## config.mk

```make
export PLATFORM = sky130hd
export DESIGN_NAME = trig_cfg_ctrl
export DESIGN_NICKNAME = d
export VERILOG_FILES = /design/src/rtl/trig_cfg_pkg.sv /design/src/rtl/trig_cfg_ctrl.sv
export SDC_FILE = /design/constraint.sdc
export NUM_CORES = 1
export LEC_CHECK = 0
export ABC_AREA = 1
export BUFFER_PORTS_ARGS = -buffer_cell sky130_fd_sc_hd__buf_2
export CAP_MARGIN = 20
export CORE_ASPECT_RATIO = 0.7
export CORE_MARGIN = 5
export CORE_UTILIZATION = 40
export CTS_CLUSTER_SIZE = 24
export DETAILED_ROUTE_END_ITERATION = 12
export PLACE_DENSITY = 0.62
export SLEW_MARGIN = 20
export SYNTH_ARGS = -nofsm -noshare
export SYNTH_HDL_FRONTEND = slang
export SYNTH_SLANG_ARGS = --single-unit
```

## constraint.sdc

```tcl
create_clock -name I_CLK -period 4.24 [get_ports I_CLK]
set_input_delay 1.272 -clock I_CLK [delete_from_list [all_inputs] [get_ports I_CLK]]
set_output_delay 1.272 -clock I_CLK [all_outputs]
set_load 0.01 [all_outputs]
```

## src/rtl/trig_cfg_pkg.sv

```systemverilog
/*
  Constants for the trigger and readout opcode interpreter.
  Assumes a single 250 MHz clock and a synchronous active-high reset.
*/
package trig_cfg_pkg;
  localparam logic [7:0] OP_SET_WIDTH = 8'h10;
  localparam logic [7:0] OP_SET_OFFSET = 8'h11;
  localparam logic [7:0] OP_SET_EXTRA = 8'h12;
  localparam logic [7:0] OP_SET_REJECT = 8'h13;
  localparam logic [7:0] OP_SUB_ON = 8'h14;
  localparam logic [7:0] OP_SUB_OFF = 8'h15;
  localparam logic [7:0] OP_RD_TRIG = 8'h16;
  localparam logic [7:0] OP_SET_EDGE = 8'h22;
  localparam logic [7:0] OP_RD_EDGE = 8'h23;
  localparam logic [7:0] OP_SET_RES = 8'h24;
  localparam logic [7:0] OP_SET_PAIR_RES = 8'h25;
  localparam logic [7:0] OP_RD_RES = 8'h26;
  localparam logic [7:0] OP_SET_DEAD = 8'h28;
  localparam logic [7:0] OP_RD_DEAD = 8'h29;
  localparam logic [7:0] OP_HDR_ON = 8'h30;
  localparam logic [7:0] OP_HDR_OFF = 8'h31;
  localparam logic [7:0] OP_RD_HDR = 8'h32;
  localparam logic [7:0] OP_SET_HITS = 8'h33;
  localparam logic [1:0] ADDR_CMD = 2'h0;
  localparam logic [1:0] ADDR_STATUS = 2'h1;
  localparam logic [11:0] RST_WIDTH = 12'h014;
  localparam logic [15:0] RST_OFFSET = 16'hFFD8;
  localparam logic [11:0] RST_EXTRA = 12'h008;
  localparam logic [11:0] RST_REJECT = 12'h004;
  localparam logic RST_SUB = 1'b0;
  localparam logic [1:0] RST_EDGE = 2'h2;
  localparam logic [1:0] RST_RES = 2'h3;
  localparam logic [2:0] RST_PAIR_LEAD = 3'h0;
  localparam logic [3:0] RST_PAIR_WIDTH = 4'h0;
  localparam logic [1:0] RST_DEAD = 2'h0;
  localparam logic RST_HDR = 1'b0;
  localparam logic [3:0] RST_HITS = 4'h9;
  localparam logic [15:0] SIZE_ERR_FLAG = 16'h1000;
  localparam logic [1:0] EDGE_PAIR = 2'h0;
  localparam logic [3:0] HITS_NOLIMIT = 4'h9;
  localparam logic [2:0] RD_WORDS_TRIG = 3'h5;
  typedef enum logic [1:0] {ST_IDLE, ST_WR, ST_RD} phase_type;
  typedef struct packed {
    phase_type phase;
    logic [7:0] op;
    logic [2:0] idx;
    logic [11:0] width;
    logic [15:0] offset;
    logic [11:0] extra;
    logic [11:0] reject;
    logic sub;
    logic [1:0] edge_mode;
    logic [1:0] res;
    logic [2:0] pair_lead;
    logic [3:0] pair_width;
    logic [1:0] dead;
    logic hdr;
    logic [3:0] hits;
    logic [15:0] rdata;
    logic [8:0] hit_cnt;
    logic over;
    logic [15:0] err_word;
    logic err_valid;
  } state_type;
endpackage

```

## src/rtl/trig_cfg_ctrl.sv

```systemverilog
/*
  Opcode interpreter holding trigger-matching and readout settings.
  Assumes a host on a plain register port (address, strobes, data) and
  a hit stream from the acquisition logic on the same clock.
*/
`timescale 1ns/1ps
// What this block does
// - After a write opcode, wait for every parameter word; ignore new opcodes.
// - After a read opcode, hold until all answer words are read.
// - Window width is bits 11..0, default 0x14, counted in clock periods.
// - Offset is stored as a cycle count, default 0xFFD8.
// - Extra search margin keeps 12 bits, top four ignored, default 0x08.
// - Reject margin keeps 12 bits, default 0x04.
// - 14xx enables trigger-time subtraction, 15xx disables it.
// - 16xx returns width, offset, extra, reject, then subtraction flag.
// - 22xx sets edge detection from the low two bits.
// - 23xx returns edge detection in the low two bits.
// - 24xx sets edge resolution from bits 1..0, default 25 ps code.
// - 25xx sets pair lead code bits 2..0 and width code bits 11..8.
// - 26xx returns edge resolution or, in pair mode, both pair codes.
// - 28xx sets dead time code, default 00; 29xx reads it back.
// - 30xx enables header and trailer, 31xx disables them.
// - 32xx returns header and trailer enable in bit 0.
// - 33xx sets hit-limit code, default 1001 meaning no limit.
// - Exceeded hit limit emits error word 0x1000 before the trailer.
module trig_cfg_ctrl
  import trig_cfg_pkg::*;
(
  input wire logic I_CLK,
  input wire logic I_RST,
  input wire logic [1:0] I_ADDR,
  input wire logic [15:0] I_WDATA,
  input wire logic I_WR,
  input wire logic I_RD,
  output logic [15:0] O_RDATA,
  input wire logic I_EVT_START,
  input wire logic I_HIT,
  input wire logic I_EVT_END,
  output logic [15:0] O_ERR_WORD,
  output logic O_ERR_VALID,
  output logic [11:0] O_WIDTH,
  output logic [15:0] O_OFFSET,
  output logic [11:0] O_EXTRA,
  output logic [11:0] O_REJECT,
  output logic O_SUB_EN,
  output logic [1:0] O_EDGE,
  output logic [1:0] O_RES,
  output logic [2:0] O_PAIR_LEAD,
  output logic [3:0] O_PAIR_WIDTH,
  output logic [1:0] O_DEAD,
  output logic O_HDR_EN,
  output logic [3:0] O_HITS,
  output logic O_BUSY
);
  import trig_cfg_pkg::*;

  state_type cur_ff;
  state_type nxt_cur;

  function automatic logic [2:0] rd_words(input logic [7:0] op);
    case (op)
      OP_RD_TRIG: rd_words = RD_WORDS_TRIG;
      OP_RD_EDGE, OP_RD_RES, OP_RD_DEAD, OP_RD_HDR: rd_words = 3'h1;
      default: rd_words = 3'h0;
    endcase
  endfunction

  function automatic logic is_wr_op(input logic [7:0] op);
    case (op)
      OP_SET_WIDTH, OP_SET_OFFSET, OP_SET_EXTRA, OP_SET_REJECT,
      OP_SET_EDGE, OP_SET_RES, OP_SET_PAIR_RES, OP_SET_DEAD,
      OP_SET_HITS: is_wr_op = 1'b1;
      default: is_wr_op = 1'b0;
    endcase
  endfunction

  function automatic logic [15:0] answer(input state_type s, input logic [2:0] i);
    answer = 16'h0000;
    case (s.op)
      OP_RD_TRIG:
      begin
        case (i)
          3'h0: answer = {4'h0, s.width};
          3'h1: answer = s.offset;
          3'h2: answer = {4'h0, s.extra};
          3'h3: answer = {4'h0, s.reject};
          default: answer = {15'h0000, s.sub};
        endcase
      end
      OP_RD_EDGE: answer = {14'h0000, s.edge_mode};
      OP_RD_RES:
      begin
        if (s.edge_mode == EDGE_PAIR)
          answer = {4'h0, s.pair_width, 5'h00, s.pair_lead};
        else
          answer = {14'h0000, s.res};
      end
      OP_RD_DEAD: answer = {14'h0000, s.dead};
      OP_RD_HDR: answer = {15'h0000, s.hdr};
      default: answer = 16'h0000;
    endcase
  endfunction

  function automatic logic [8:0] hit_limit(input logic [3:0] code);
    if (code == 4'h0)
      hit_limit = 9'h000;
    else
      hit_limit = 9'(9'h001 << (code - 4'h1));
  endfunction

  logic cmd_wr;
  logic cmd_rd;
  logic [7:0] opc;

  always_comb
  begin
    cmd_wr = I_WR && (I_ADDR == ADDR_CMD);
    cmd_rd = I_RD && (I_ADDR == ADDR_CMD);
    opc = I_WDATA[15:8];
    nxt_cur = cur_ff;
    nxt_cur.err_valid = 1'b0;
    nxt_cur.rdata = 16'h0000;
    if (I_RD && I_ADDR == ADDR_STATUS)
      nxt_cur.rdata = {14'h0000, cur_ff.phase == ST_RD, cur_ff.phase == ST_WR};
    case (cur_ff.phase)
      ST_IDLE:
      begin
        if (cmd_wr)
        begin
          nxt_cur.op = opc;
          nxt_cur.idx = 3'h0;
          if (is_wr_op(opc))
            nxt_cur.phase = ST_WR;
          else if (rd_words(opc) != 3'h0)
            nxt_cur.phase = ST_RD;
          else if (opc == OP_SUB_ON)
            nxt_cur.sub = 1'b1;
          else if (opc == OP_SUB_OFF)
            nxt_cur.sub = 1'b0;
          else if (opc == OP_HDR_ON)
            nxt_cur.hdr = 1'b1;
          else if (opc == OP_HDR_OFF)
            nxt_cur.hdr = 1'b0;
        end
      end
      ST_WR:
      begin
        if (cmd_wr)
        begin
          nxt_cur.phase = ST_IDLE;
          case (cur_ff.op)
            OP_SET_WIDTH: nxt_cur.width = I_WDATA[11:0];
            OP_SET_OFFSET: nxt_cur.offset = I_WDATA;
            OP_SET_EXTRA: nxt_cur.extra = I_WDATA[11:0];
            OP_SET_REJECT: nxt_cur.reject = I_WDATA[11:0];
            OP_SET_EDGE: nxt_cur.edge_mode = I_WDATA[1:0];
            OP_SET_RES: nxt_cur.res = I_WDATA[1:0];
            OP_SET_PAIR_RES:
            begin
              nxt_cur.pair_lead = I_WDATA[2:0];
              nxt_cur.pair_width = I_WDATA[11:8];
            end
            OP_SET_DEAD: nxt_cur.dead = I_WDATA[1:0];
            OP_SET_HITS: nxt_cur.hits = I_WDATA[3:0];
            default: nxt_cur.phase = ST_IDLE;
          endcase
        end
      end
      ST_RD:
      begin
        if (cmd_rd)
        begin
          nxt_cur.rdata = answer(cur_ff, cur_ff.idx);
          nxt_cur.idx = 3'(cur_ff.idx + 3'h1);
          if (3'(cur_ff.idx + 3'h1) == rd_words(cur_ff.op))
            nxt_cur.phase = ST_IDLE;
        end
      end
      default: nxt_cur.phase = ST_IDLE;
    endcase
    if (I_EVT_START)
    begin
      nxt_cur.hit_cnt = 9'h000;
      nxt_cur.over = 1'b0;
    end
    else if (I_HIT)
    begin
      if (cur_ff.hits != HITS_NOLIMIT && cur_ff.hit_cnt >= hit_limit(cur_ff.hits))
        nxt_cur.over = 1'b1;
      else
        nxt_cur.hit_cnt = 9'(cur_ff.hit_cnt + 9'h001);
    end
    if (I_EVT_END && (cur_ff.over || (I_HIT && !I_EVT_START && nxt_cur.over)))
    begin
      nxt_cur.err_word = SIZE_ERR_FLAG;
      nxt_cur.err_valid = 1'b1;
    end
  end

  always_ff @(posedge I_CLK)
  begin
    if (I_RST)
    begin
      cur_ff <= '0;
      cur_ff.phase <= ST_IDLE;
      cur_ff.width <= RST_WIDTH;
      cur_ff.offset <= RST_OFFSET;
      cur_ff.extra <= RST_EXTRA;
      cur_ff.reject <= RST_REJECT;
      cur_ff.sub <= RST_SUB;
      cur_ff.edge_mode <= RST_EDGE;
      cur_ff.res <= RST_RES;
      cur_ff.pair_lead <= RST_PAIR_LEAD;
      cur_ff.pair_width <= RST_PAIR_WIDTH;
      cur_ff.dead <= RST_DEAD;
      cur_ff.hdr <= RST_HDR;
      cur_ff.hits <= RST_HITS;
    end
    else
      cur_ff <= nxt_cur;
  end

  assign O_RDATA = cur_ff.rdata;
  assign O_ERR_WORD = cur_ff.err_word;
  assign O_ERR_VALID = cur_ff.err_valid;
  assign O_WIDTH = cur_ff.width;
  assign O_OFFSET = cur_ff.offset;
  assign O_EXTRA = cur_ff.extra;
  assign O_REJECT = cur_ff.reject;
  assign O_SUB_EN = cur_ff.sub;
  assign O_EDGE = cur_ff.edge_mode;
  assign O_RES = cur_ff.res;
  assign O_PAIR_LEAD = cur_ff.pair_lead;
  assign O_PAIR_WIDTH = cur_ff.pair_width;
  assign O_DEAD = cur_ff.dead;
  assign O_HDR_EN = cur_ff.hdr;
  assign O_HITS = cur_ff.hits;
  assign O_BUSY = cur_ff.phase != ST_IDLE;

  AST_WR_STALL: assert property (@(posedge I_CLK) disable iff (I_RST)
    (cur_ff.phase == ST_IDLE && I_WR && I_ADDR == ADDR_CMD && I_WDATA[15:8] == OP_SET_WIDTH)
    ##1 (I_WR && I_ADDR == ADDR_CMD) |=> O_WIDTH == $past(I_WDATA[11:0]) && !O_BUSY)
    else $error("width word not taken");
  AST_RD_HOLD: assert property (@(posedge I_CLK) disable iff (I_RST)
    (cur_ff.phase == ST_RD && !(I_RD && I_ADDR == ADDR_CMD)) |=> O_BUSY)
    else $error("read wait left early");
  AST_WIDTH_DEF: assert property (@(posedge I_CLK)
    $past(I_RST) |-> O_WIDTH == 12'h014)
    else $error("width default wrong");
  AST_OFFS_DEF: assert property (@(posedge I_CLK)
    $past(I_RST) |-> O_OFFSET == 16'hFFD8 && O_EXTRA == 12'h008 && O_REJECT == 12'h004)
    else $error("offset or margin default wrong");
  AST_SUB_ON: assert property (@(posedge I_CLK) disable iff (I_RST)
    (cur_ff.phase == ST_IDLE && I_WR && I_ADDR == ADDR_CMD && I_WDATA[15:8] == 8'h14)
    |=> O_SUB_EN)
    else $error("subtraction not enabled");
  AST_RD_EDGE: assert property (@(posedge I_CLK) disable iff (I_RST)
    (cur_ff.phase == ST_RD && cur_ff.op == OP_RD_EDGE && I_RD && I_ADDR == ADDR_CMD)
    |=> O_RDATA == {14'h0000, $past(O_EDGE)})
    else $error("edge readback wrong");
  AST_HDR_OFF: assert property (@(posedge I_CLK) disable iff (I_RST)
    (cur_ff.phase == ST_IDLE && I_WR && I_ADDR == ADDR_CMD && I_WDATA[15:8] == 8'h31)
    |=> !O_HDR_EN)
    else $error("header not disabled");
  AST_HITS_DEF: assert property (@(posedge I_CLK)
    $past(I_RST) |-> O_HITS == 4'h9)
    else $error("hit limit default wrong");
  AST_ERR_WORD: assert property (@(posedge I_CLK) disable iff (I_RST)
    O_ERR_VALID |-> $past(I_EVT_END) && O_ERR_WORD == 16'h1000)
    else $error("error word value wrong");
  AST_WR_WAIT: assert property (@(posedge I_CLK) disable iff (I_RST)
    (cur_ff.phase == ST_WR && !cmd_wr)
    |=> O_BUSY && $stable(cur_ff.op))
    else $error("parameter wait left early");
  AST_STAT_WR: assert property (@(posedge I_CLK) disable iff (I_RST)
    (cur_ff.phase == ST_WR && I_RD && I_ADDR == ADDR_STATUS)
    |=> O_RDATA == 16'h0001)
    else $error("status does not show parameter wait");
  AST_RD_COUNT: assert property (@(posedge I_CLK) disable iff (I_RST)
    (cur_ff.phase == ST_RD && cmd_rd && 3'(cur_ff.idx + 3'h1) != rd_words(cur_ff.op))
    |=> O_BUSY)
    else $error("read wait left before last word");
  AST_RD_LAST: assert property (@(posedge I_CLK) disable iff (I_RST)
    (cur_ff.phase == ST_RD && cmd_rd && 3'(cur_ff.idx + 3'h1) == rd_words(cur_ff.op))
    |=> !O_BUSY)
    else $error("read wait kept after last word");
  AST_RD_IGN_WR: assert property (@(posedge I_CLK) disable iff (I_RST)
    (cur_ff.phase == ST_RD && cmd_wr && !I_RD)
    |=> O_BUSY && $stable(O_WIDTH) && $stable(O_DEAD) && $stable(O_EDGE))
    else $error("write taken during read wait");
  AST_RD_IDLE: assert property (@(posedge I_CLK) disable iff (I_RST)
    (cur_ff.phase == ST_IDLE && cmd_rd)
    |=> O_RDATA == 16'h0000)
    else $error("idle command read not zero");
  AST_LOW_BYTE: assert property (@(posedge I_CLK) disable iff (I_RST)
    (cur_ff.phase == ST_IDLE && cmd_wr && I_WDATA[15:8] == OP_SET_EDGE)
    |=> O_BUSY && cur_ff.op == OP_SET_EDGE)
    else $error("opcode not decoded from high byte");
  AST_OFFS_SET: assert property (@(posedge I_CLK) disable iff (I_RST)
    (cur_ff.phase == ST_WR && cur_ff.op == OP_SET_OFFSET && cmd_wr)
    |=> O_OFFSET == $past(I_WDATA))
    else $error("offset word not stored");
  AST_EXTRA_SET: assert property (@(posedge I_CLK) disable iff (I_RST)
    (cur_ff.phase == ST_WR && cur_ff.op == OP_SET_EXTRA && cmd_wr)
    |=> O_EXTRA == $past(I_WDATA[11:0]))
    else $error("extra margin not stored");
  AST_REJ_SET: assert property (@(posedge I_CLK) disable iff (I_RST)
    (cur_ff.phase == ST_WR && cur_ff.op == OP_SET_REJECT && cmd_wr)
    |=> O_REJECT == $past(I_WDATA[11:0]))
    else $error("reject margin not stored");
  AST_EDGE_SET: assert property (@(posedge I_CLK) disable iff (I_RST)
    (cur_ff.phase == ST_WR && cur_ff.op == OP_SET_EDGE && cmd_wr)
    |=> O_EDGE == $past(I_WDATA[1:0]))
    else $error("edge mode not stored");
  AST_RES_SET: assert property (@(posedge I_CLK) disable iff (I_RST)
    (cur_ff.phase == ST_WR && cur_ff.op == OP_SET_RES && cmd_wr)
    |=> O_RES == $past(I_WDATA[1:0]))
    else $error("edge resolution not stored");
  AST_PAIR_SET: assert property (@(posedge I_CLK) disable iff (I_RST)
    (cur_ff.phase == ST_WR && cur_ff.op == OP_SET_PAIR_RES && cmd_wr)
    |=> O_PAIR_LEAD == $past(I_WDATA[2:0]) && O_PAIR_WIDTH == $past(I_WDATA[11:8]))
    else $error("pair resolution not stored");
  AST_DEAD_SET: assert property (@(posedge I_CLK) disable iff (I_RST)
    (cur_ff.phase == ST_WR && cur_ff.op == OP_SET_DEAD && cmd_wr)
    |=> O_DEAD == $past(I_WDATA[1:0]))
    else $error("dead time not stored");
  AST_HITS_SET: assert property (@(posedge I_CLK) disable iff (I_RST)
    (cur_ff.phase == ST_WR && cur_ff.op == OP_SET_HITS && cmd_wr)
    |=> O_HITS == $past(I_WDATA[3:0]))
    else $error("hit limit not stored");
  AST_HDR_ON: assert property (@(posedge I_CLK) disable iff (I_RST)
    (cur_ff.phase == ST_IDLE && cmd_wr && I_WDATA[15:8] == OP_HDR_ON)
    |=> O_HDR_EN)
    else $error("header not enabled");
  AST_TRIG_W0: assert property (@(posedge I_CLK) disable iff (I_RST)
    (cur_ff.phase == ST_RD && cur_ff.op == OP_RD_TRIG && cmd_rd && cur_ff.idx == 3'h0)
    |=> O_RDATA == {4'h0, $past(O_WIDTH)})
    else $error("first trigger word wrong");
  AST_TRIG_W4: assert property (@(posedge I_CLK) disable iff (I_RST)
    (cur_ff.phase == ST_RD && cur_ff.op == OP_RD_TRIG && cmd_rd && cur_ff.idx == 3'h4)
    |=> O_RDATA == {15'h0000, $past(O_SUB_EN)})
    else $error("fifth trigger word wrong");
  AST_RD_RES: assert property (@(posedge I_CLK) disable iff (I_RST)
    (cur_ff.phase == ST_RD && cur_ff.op == OP_RD_RES && cmd_rd && O_EDGE != EDGE_PAIR)
    |=> O_RDATA == {14'h0000, $past(O_RES)})
    else $error("edge resolution readback wrong");
  AST_RD_PAIR: assert property (@(posedge I_CLK) disable iff (I_RST)
    (cur_ff.phase == ST_RD && cur_ff.op == OP_RD_RES && cmd_rd && O_EDGE == EDGE_PAIR)
    |=> O_RDATA == {4'h0, $past(O_PAIR_WIDTH), 5'h00, $past(O_PAIR_LEAD)})
    else $error("pair resolution readback wrong");
  AST_RD_HDR: assert property (@(posedge I_CLK) disable iff (I_RST)
    (cur_ff.phase == ST_RD && cur_ff.op == OP_RD_HDR && cmd_rd)
    |=> O_RDATA == {15'h0000, $past(O_HDR_EN)})
    else $error("header readback wrong");
  AST_ERR_SET: assert property (@(posedge I_CLK) disable iff (I_RST)
    (I_EVT_END && cur_ff.over)
    |=> O_ERR_VALID && O_ERR_WORD == SIZE_ERR_FLAG)
    else $error("error word missing after overflow");
  AST_ERR_NONE: assert property (@(posedge I_CLK) disable iff (I_RST)
    (I_EVT_END && !cur_ff.over && !I_HIT)
    |=> !O_ERR_VALID)
    else $error("error word without overflow");
  AST_OVER_ZERO: assert property (@(posedge I_CLK) disable iff (I_RST)
    (I_HIT && !I_EVT_START && O_HITS == 4'h0)
    |=> cur_ff.over)
    else $error("hit allowed with zero limit");
  AST_OVER_MAX: assert property (@(posedge I_CLK) disable iff (I_RST)
    (I_HIT && !I_EVT_START && O_HITS == 4'h8 && cur_ff.hit_cnt == 9'h080)
    |=> cur_ff.over)
    else $error("hit beyond largest limit allowed");
  AST_NOLIMIT: assert property (@(posedge I_CLK) disable iff (I_RST)
    (I_HIT && !I_EVT_START && !cur_ff.over && O_HITS == HITS_NOLIMIT)
    |=> !cur_ff.over)
    else $error("overflow with no limit");
  AST_RST_DEF2: assert property (@(posedge I_CLK)
    $past(I_RST) |-> O_RES == 2'h3 && O_DEAD == 2'h0 && O_EDGE == RST_EDGE
    && !O_SUB_EN && !O_HDR_EN && O_PAIR_LEAD == 3'h0 && O_PAIR_WIDTH == 4'h0)
    else $error("resolution or mode default wrong");
endmodule

```

==> results.py <==
metrics = {
    "sta": {
        "max_slew_margin": 0.508,
        "slew_violations": 0,
        "max_freq_ghz": 0.392,
        "fin_ws_ns": 1.69,
        "period_needed_ns": 2.55,
        "fin_crit_sh": 0.602,
        "worstMarginPinSlew_ns": 0.735,
        "rsz0062_at_grt": "false",
        "timing_hold_violations_final": 0,
        "setup_tns_ns": 0,
        "finalSetupViolations": 0,
        "clock_skew_ns": 0.00809,
    },
    "critical_path": {
        "worstSetupStartpointType": "primary input",
        "cpLargestDelayFamily": "simple AND/OR/NAND/NOR gates",
        "r2r-end": "cur_ff[18]",
        "reg2reg_from": "O_HITS[0]",
        "r2r_slack_ns": 2.05,
        "crit_type": "primary input to flip-flop",
        "r2r_cells": 13,
        "cp_max_fo": 13,
        "worst_path_max_delay_cell": "nor2_1",
        "cp-end-kind": "flip-flop",
        "path_buf_inv": 2,
        "cp_data_arrival_time_ns": 2.79,
        "cpPeakStageDelay_ns": 0.58,
        "startpoint": "I_ADDR[1]",
        "worstPathRequired_ns": 4.47,
        "path_cells": "buf_2 > nor2_2 > nand2_2 > nor2_1 > inv_2 > nor2_2 > nand2_1 > nand2_1 > a21oi_1",
    },
    "final_layout": {
        "final_area_um2": 6260,
        "nNetsFinal": 858,
        "fillers": 1545,
        "drive_gt1_frac": 0.197,
        "antenna-diode-count": 0,
        "utilization": 0.428,
        "syn_to_final_growth_pct": 5.24,
    },
    "synthesis": {
        "synthCells": 802,
        "yosysUniqueCellTypes": 40,
        "ys_ff_latch": 112,
        "syn-cell-area_um2": 5950,
        "synth_simple_gate_area_share": 0.183,
        "synth_top_family_by_area": "buffers and inverters",
        "synth_fa_ha_area_frac": 0.0315,
        "avgSynthCellArea_um2": 7.42,
        "synth-xor-area-share": 0.0103,
        "yosysWarnings": 0,
        "synth_compound_area_frac": 0.187,
        "muxShareOfSynthArea": 0,
        "seq_area_frac_synth": 0.377,
    },
    "cts": {
        "cts.clk_slew.worst_paths_ns": 0.08,
        "cts_resized": 0,
        "ctsHtreeMaxLevel": 3,
        "cts_tree": "done",
        "postCtsHoldBufs": 0,
        "cts_buffer_depth": 2,
        "postCtsSetupBuffers": 0,
        "numClockSinks": 112,
        "cts_buffers": 9,
        "clk_latency_ns": 0.35,
        "cts-root-buf": "clkbuf_16",
    },
    "detailed_routing": {
        "drcViolationCount": 0,
        "wl_met2_um": 6190,
        "ant_nets": 0,
        "drtIter0Drc": 316,
        "highest_layer": "met4",
        "wl_um": 15300,
        "routedWlPerCell_um": 15.1,
        "vias_per_cell": 4.84,
        "wl_met1_um": 7920,
        "route.met3.wl_um": 1110,
        "vias": 4927,
        "dr.pass1.iters": 5,
    },
    "grt": {
        "gr-usage-all-layers": 0.174,
        "grt_pass1_wl_um": 24500,
        "gr-total-overflow": 0,
        "grt_max_degree": 51,
        "antenna_found_initial": 0,
        "grt_pass1_vias": 4550,
    },
    "floorplanning": {
        "design.die.area_um2": 17500,
        "start_util": 0.407,
        "fp.dieH_um": 112,
        "io_pins": 130,
        "std_cell_rows": 37,
        "design.core.area_um2": 14600,
        "dieWidth_um": 156,
    },
    "place": {
        "gp_congestion": 0.877,
        "port-buffer-count": 114,
        "dp_hpwl_um": 11800,
        "dp_slack_ns": 1.33,
        "dpl_cell_area_um2": 5970,
    },
    "pwr": {
        "p_leak_nw": 2.84,
        "irDropWorstVdd_v": 0.000197,
        "p_total_w": 0.00201,
        "powerDensity_nw_per_um2": 321,
    },
    "hold_path": {
        "min_from": "O_ERR_WORD[12]",
        "hold_path.class": "flip-flop to flip-flop",
        "holdPathEnd": "O_ERR_WORD[12]",
        "hold_depth": 2,
    },
    "status": {
        "outcome": "completed",
    },
    "job": {
        "maxCapViolCount": 0,
    },
}
==> report_power, final <==
part	leakage, nW	internal, W	total [W]	switching, W
clock	0.140	0.000412	0.000832	0.000420
sequential	0.904	0.00106	0.00106	0.00000493
combinational	1.79	0.0000303	0.000117	0.0000868
==> metal layers <==
metal / track usage / vias up
li1: - / 2558
met1: 0.268 / 2203
met2: 0.246 / 154
met3: 0.0416 / 12
met4: 0.0315 / 0
met5: 0 / -
==> cell type report <==
type	count	area, um^2	share of cell area
flip-flops and latches	112	2240	0.358
inverters	103	388	0.0620
clock inverters	7	65.1	0.0104
repair buffers	115	591	0.0943
well taps	195	244	0.0390
clock buffers	9	225	0.0360
multi-input cells	477	2510	0.400
==> cell usage after synthesis <==
cell type	count	share of area
xnor2_1	3	0.0044
buf_4	103	0.13
inv_1	95	0.060
nand4_4	1	0.0036
clkinv_1	1	0.00063
inv_2	6	0.0038
buf_2	11	0.0093
nand2_1	120	0.076
o21ai_0	55	0.046
a211oi_1	3	0.0038
nor3_1	5	0.0042
clkbuf_1	10	0.0063
nor3_2	1	0.0017
a21oi_1	86	0.072
nor2_1	52	0.033
o21ai_1	7	0.0059
a21o_1	1	0.0013
nand2_2	7	0.0074
o211ai_1	19	0.024
ha_1	15	0.032
nor4_1	2	0.0021
a221oi_1	1	0.0015
nand3_2	1	0.0017
dfxtp_1	112	0.38
conb_1	1	0.00063
nand4_1	8	0.0084
o21bai_1	2	0.0025
and2_0	1	0.0011
a32o_1	4	0.0067
nand3b_1	1	0.0013
nor2_2	8	0.0084
o21a_1	1	0.0013
o211ai_2	2	0.0042
clkinv_2	1	0.00084
nand3_1	35	0.029
xor2_1	4	0.0059
nor2_4	3	0.0057
o2111ai_1	4	0.0059
o2bb2ai_1	1	0.0015
o22ai_1	9	0.0095
==> state kept, by name (all words and copies together), names as in the netlist <==
| name | count |
|---|---|
| O_DEAD | 2 |
| cur_ff | 23 |
| O_RDATA | 16 |
| O_HITS | 4 |
| O_OFFSET | 16 |
| O_HDR_EN | 1 |
| O_ERR_WORD | 1 |
| O_PAIR_LEAD | 3 |
| O_PAIR_WIDTH | 4 |
| O_WIDTH | 12 |
| O_ERR_VALID | 1 |
| O_EDGE | 2 |
| O_EXTRA | 12 |
| O_REJECT | 12 |
| O_RES | 2 |
| O_SUB_EN | 1 |
==> tightest hold or removal path, delay by kind of cell, from the launching register on <==
kind / cells / cell delay, ns
flip-flops: 1 / 0.31
AND/OR/NAND/NOR: 2 / 0.10
==> stage by stage <==
step / hold WS [ns] / instances
2_1_floorplan: 0.427 / 816
3_3_place_gp: 0.445 / 1002
3_5_place_dp: 0.438 / 1002
4_1_cts: 0.456 / 1018
5_1_grt: 0.481 / 1018
6_report: 0.453 / 1018
==> cell families (layout without fill, tap and decap cells) <==
family	count (synthesis)	count (layout)
AND/OR/NAND/NOR	245	245
AO/OA/AOI/OAI	195	195
adder cells (fa/ha/maj)	15	15
other	1	15
buffers and inverters	227	234
flip-flops	112	112
XOR/XNOR	7	7
==> placed cells by master (no fill, tap or decap), types with 19 or more instances in the layout <==
cell type	count
nand2_1	120
a21oi_1	86
dfxtp_1	112
inv_1	95
nand3_1	35
o21ai_0	55
nor2_1	52
o211ai_1	19
buf_2	114
==> worst max-delay path by stage <==
| stage | endpoint | slack (ns) | depth (start not counted) |
|---|---|---|---|
| final | O_HDR_EN | 1.69 | 9 |
| after global routing | O_SUB_EN | 1.47 | 9 |
| after CTS | O_HDR_EN | 1.71 | 9 |
| after detailed placement | O_HDR_EN | 1.33 | 9 |
| after global placement | O_SUB_EN | 1.40 | 9 |
| after floorplan | O_WIDTH[9] | 1.93 | 9 |
Power figures use the tool's default switching activity.
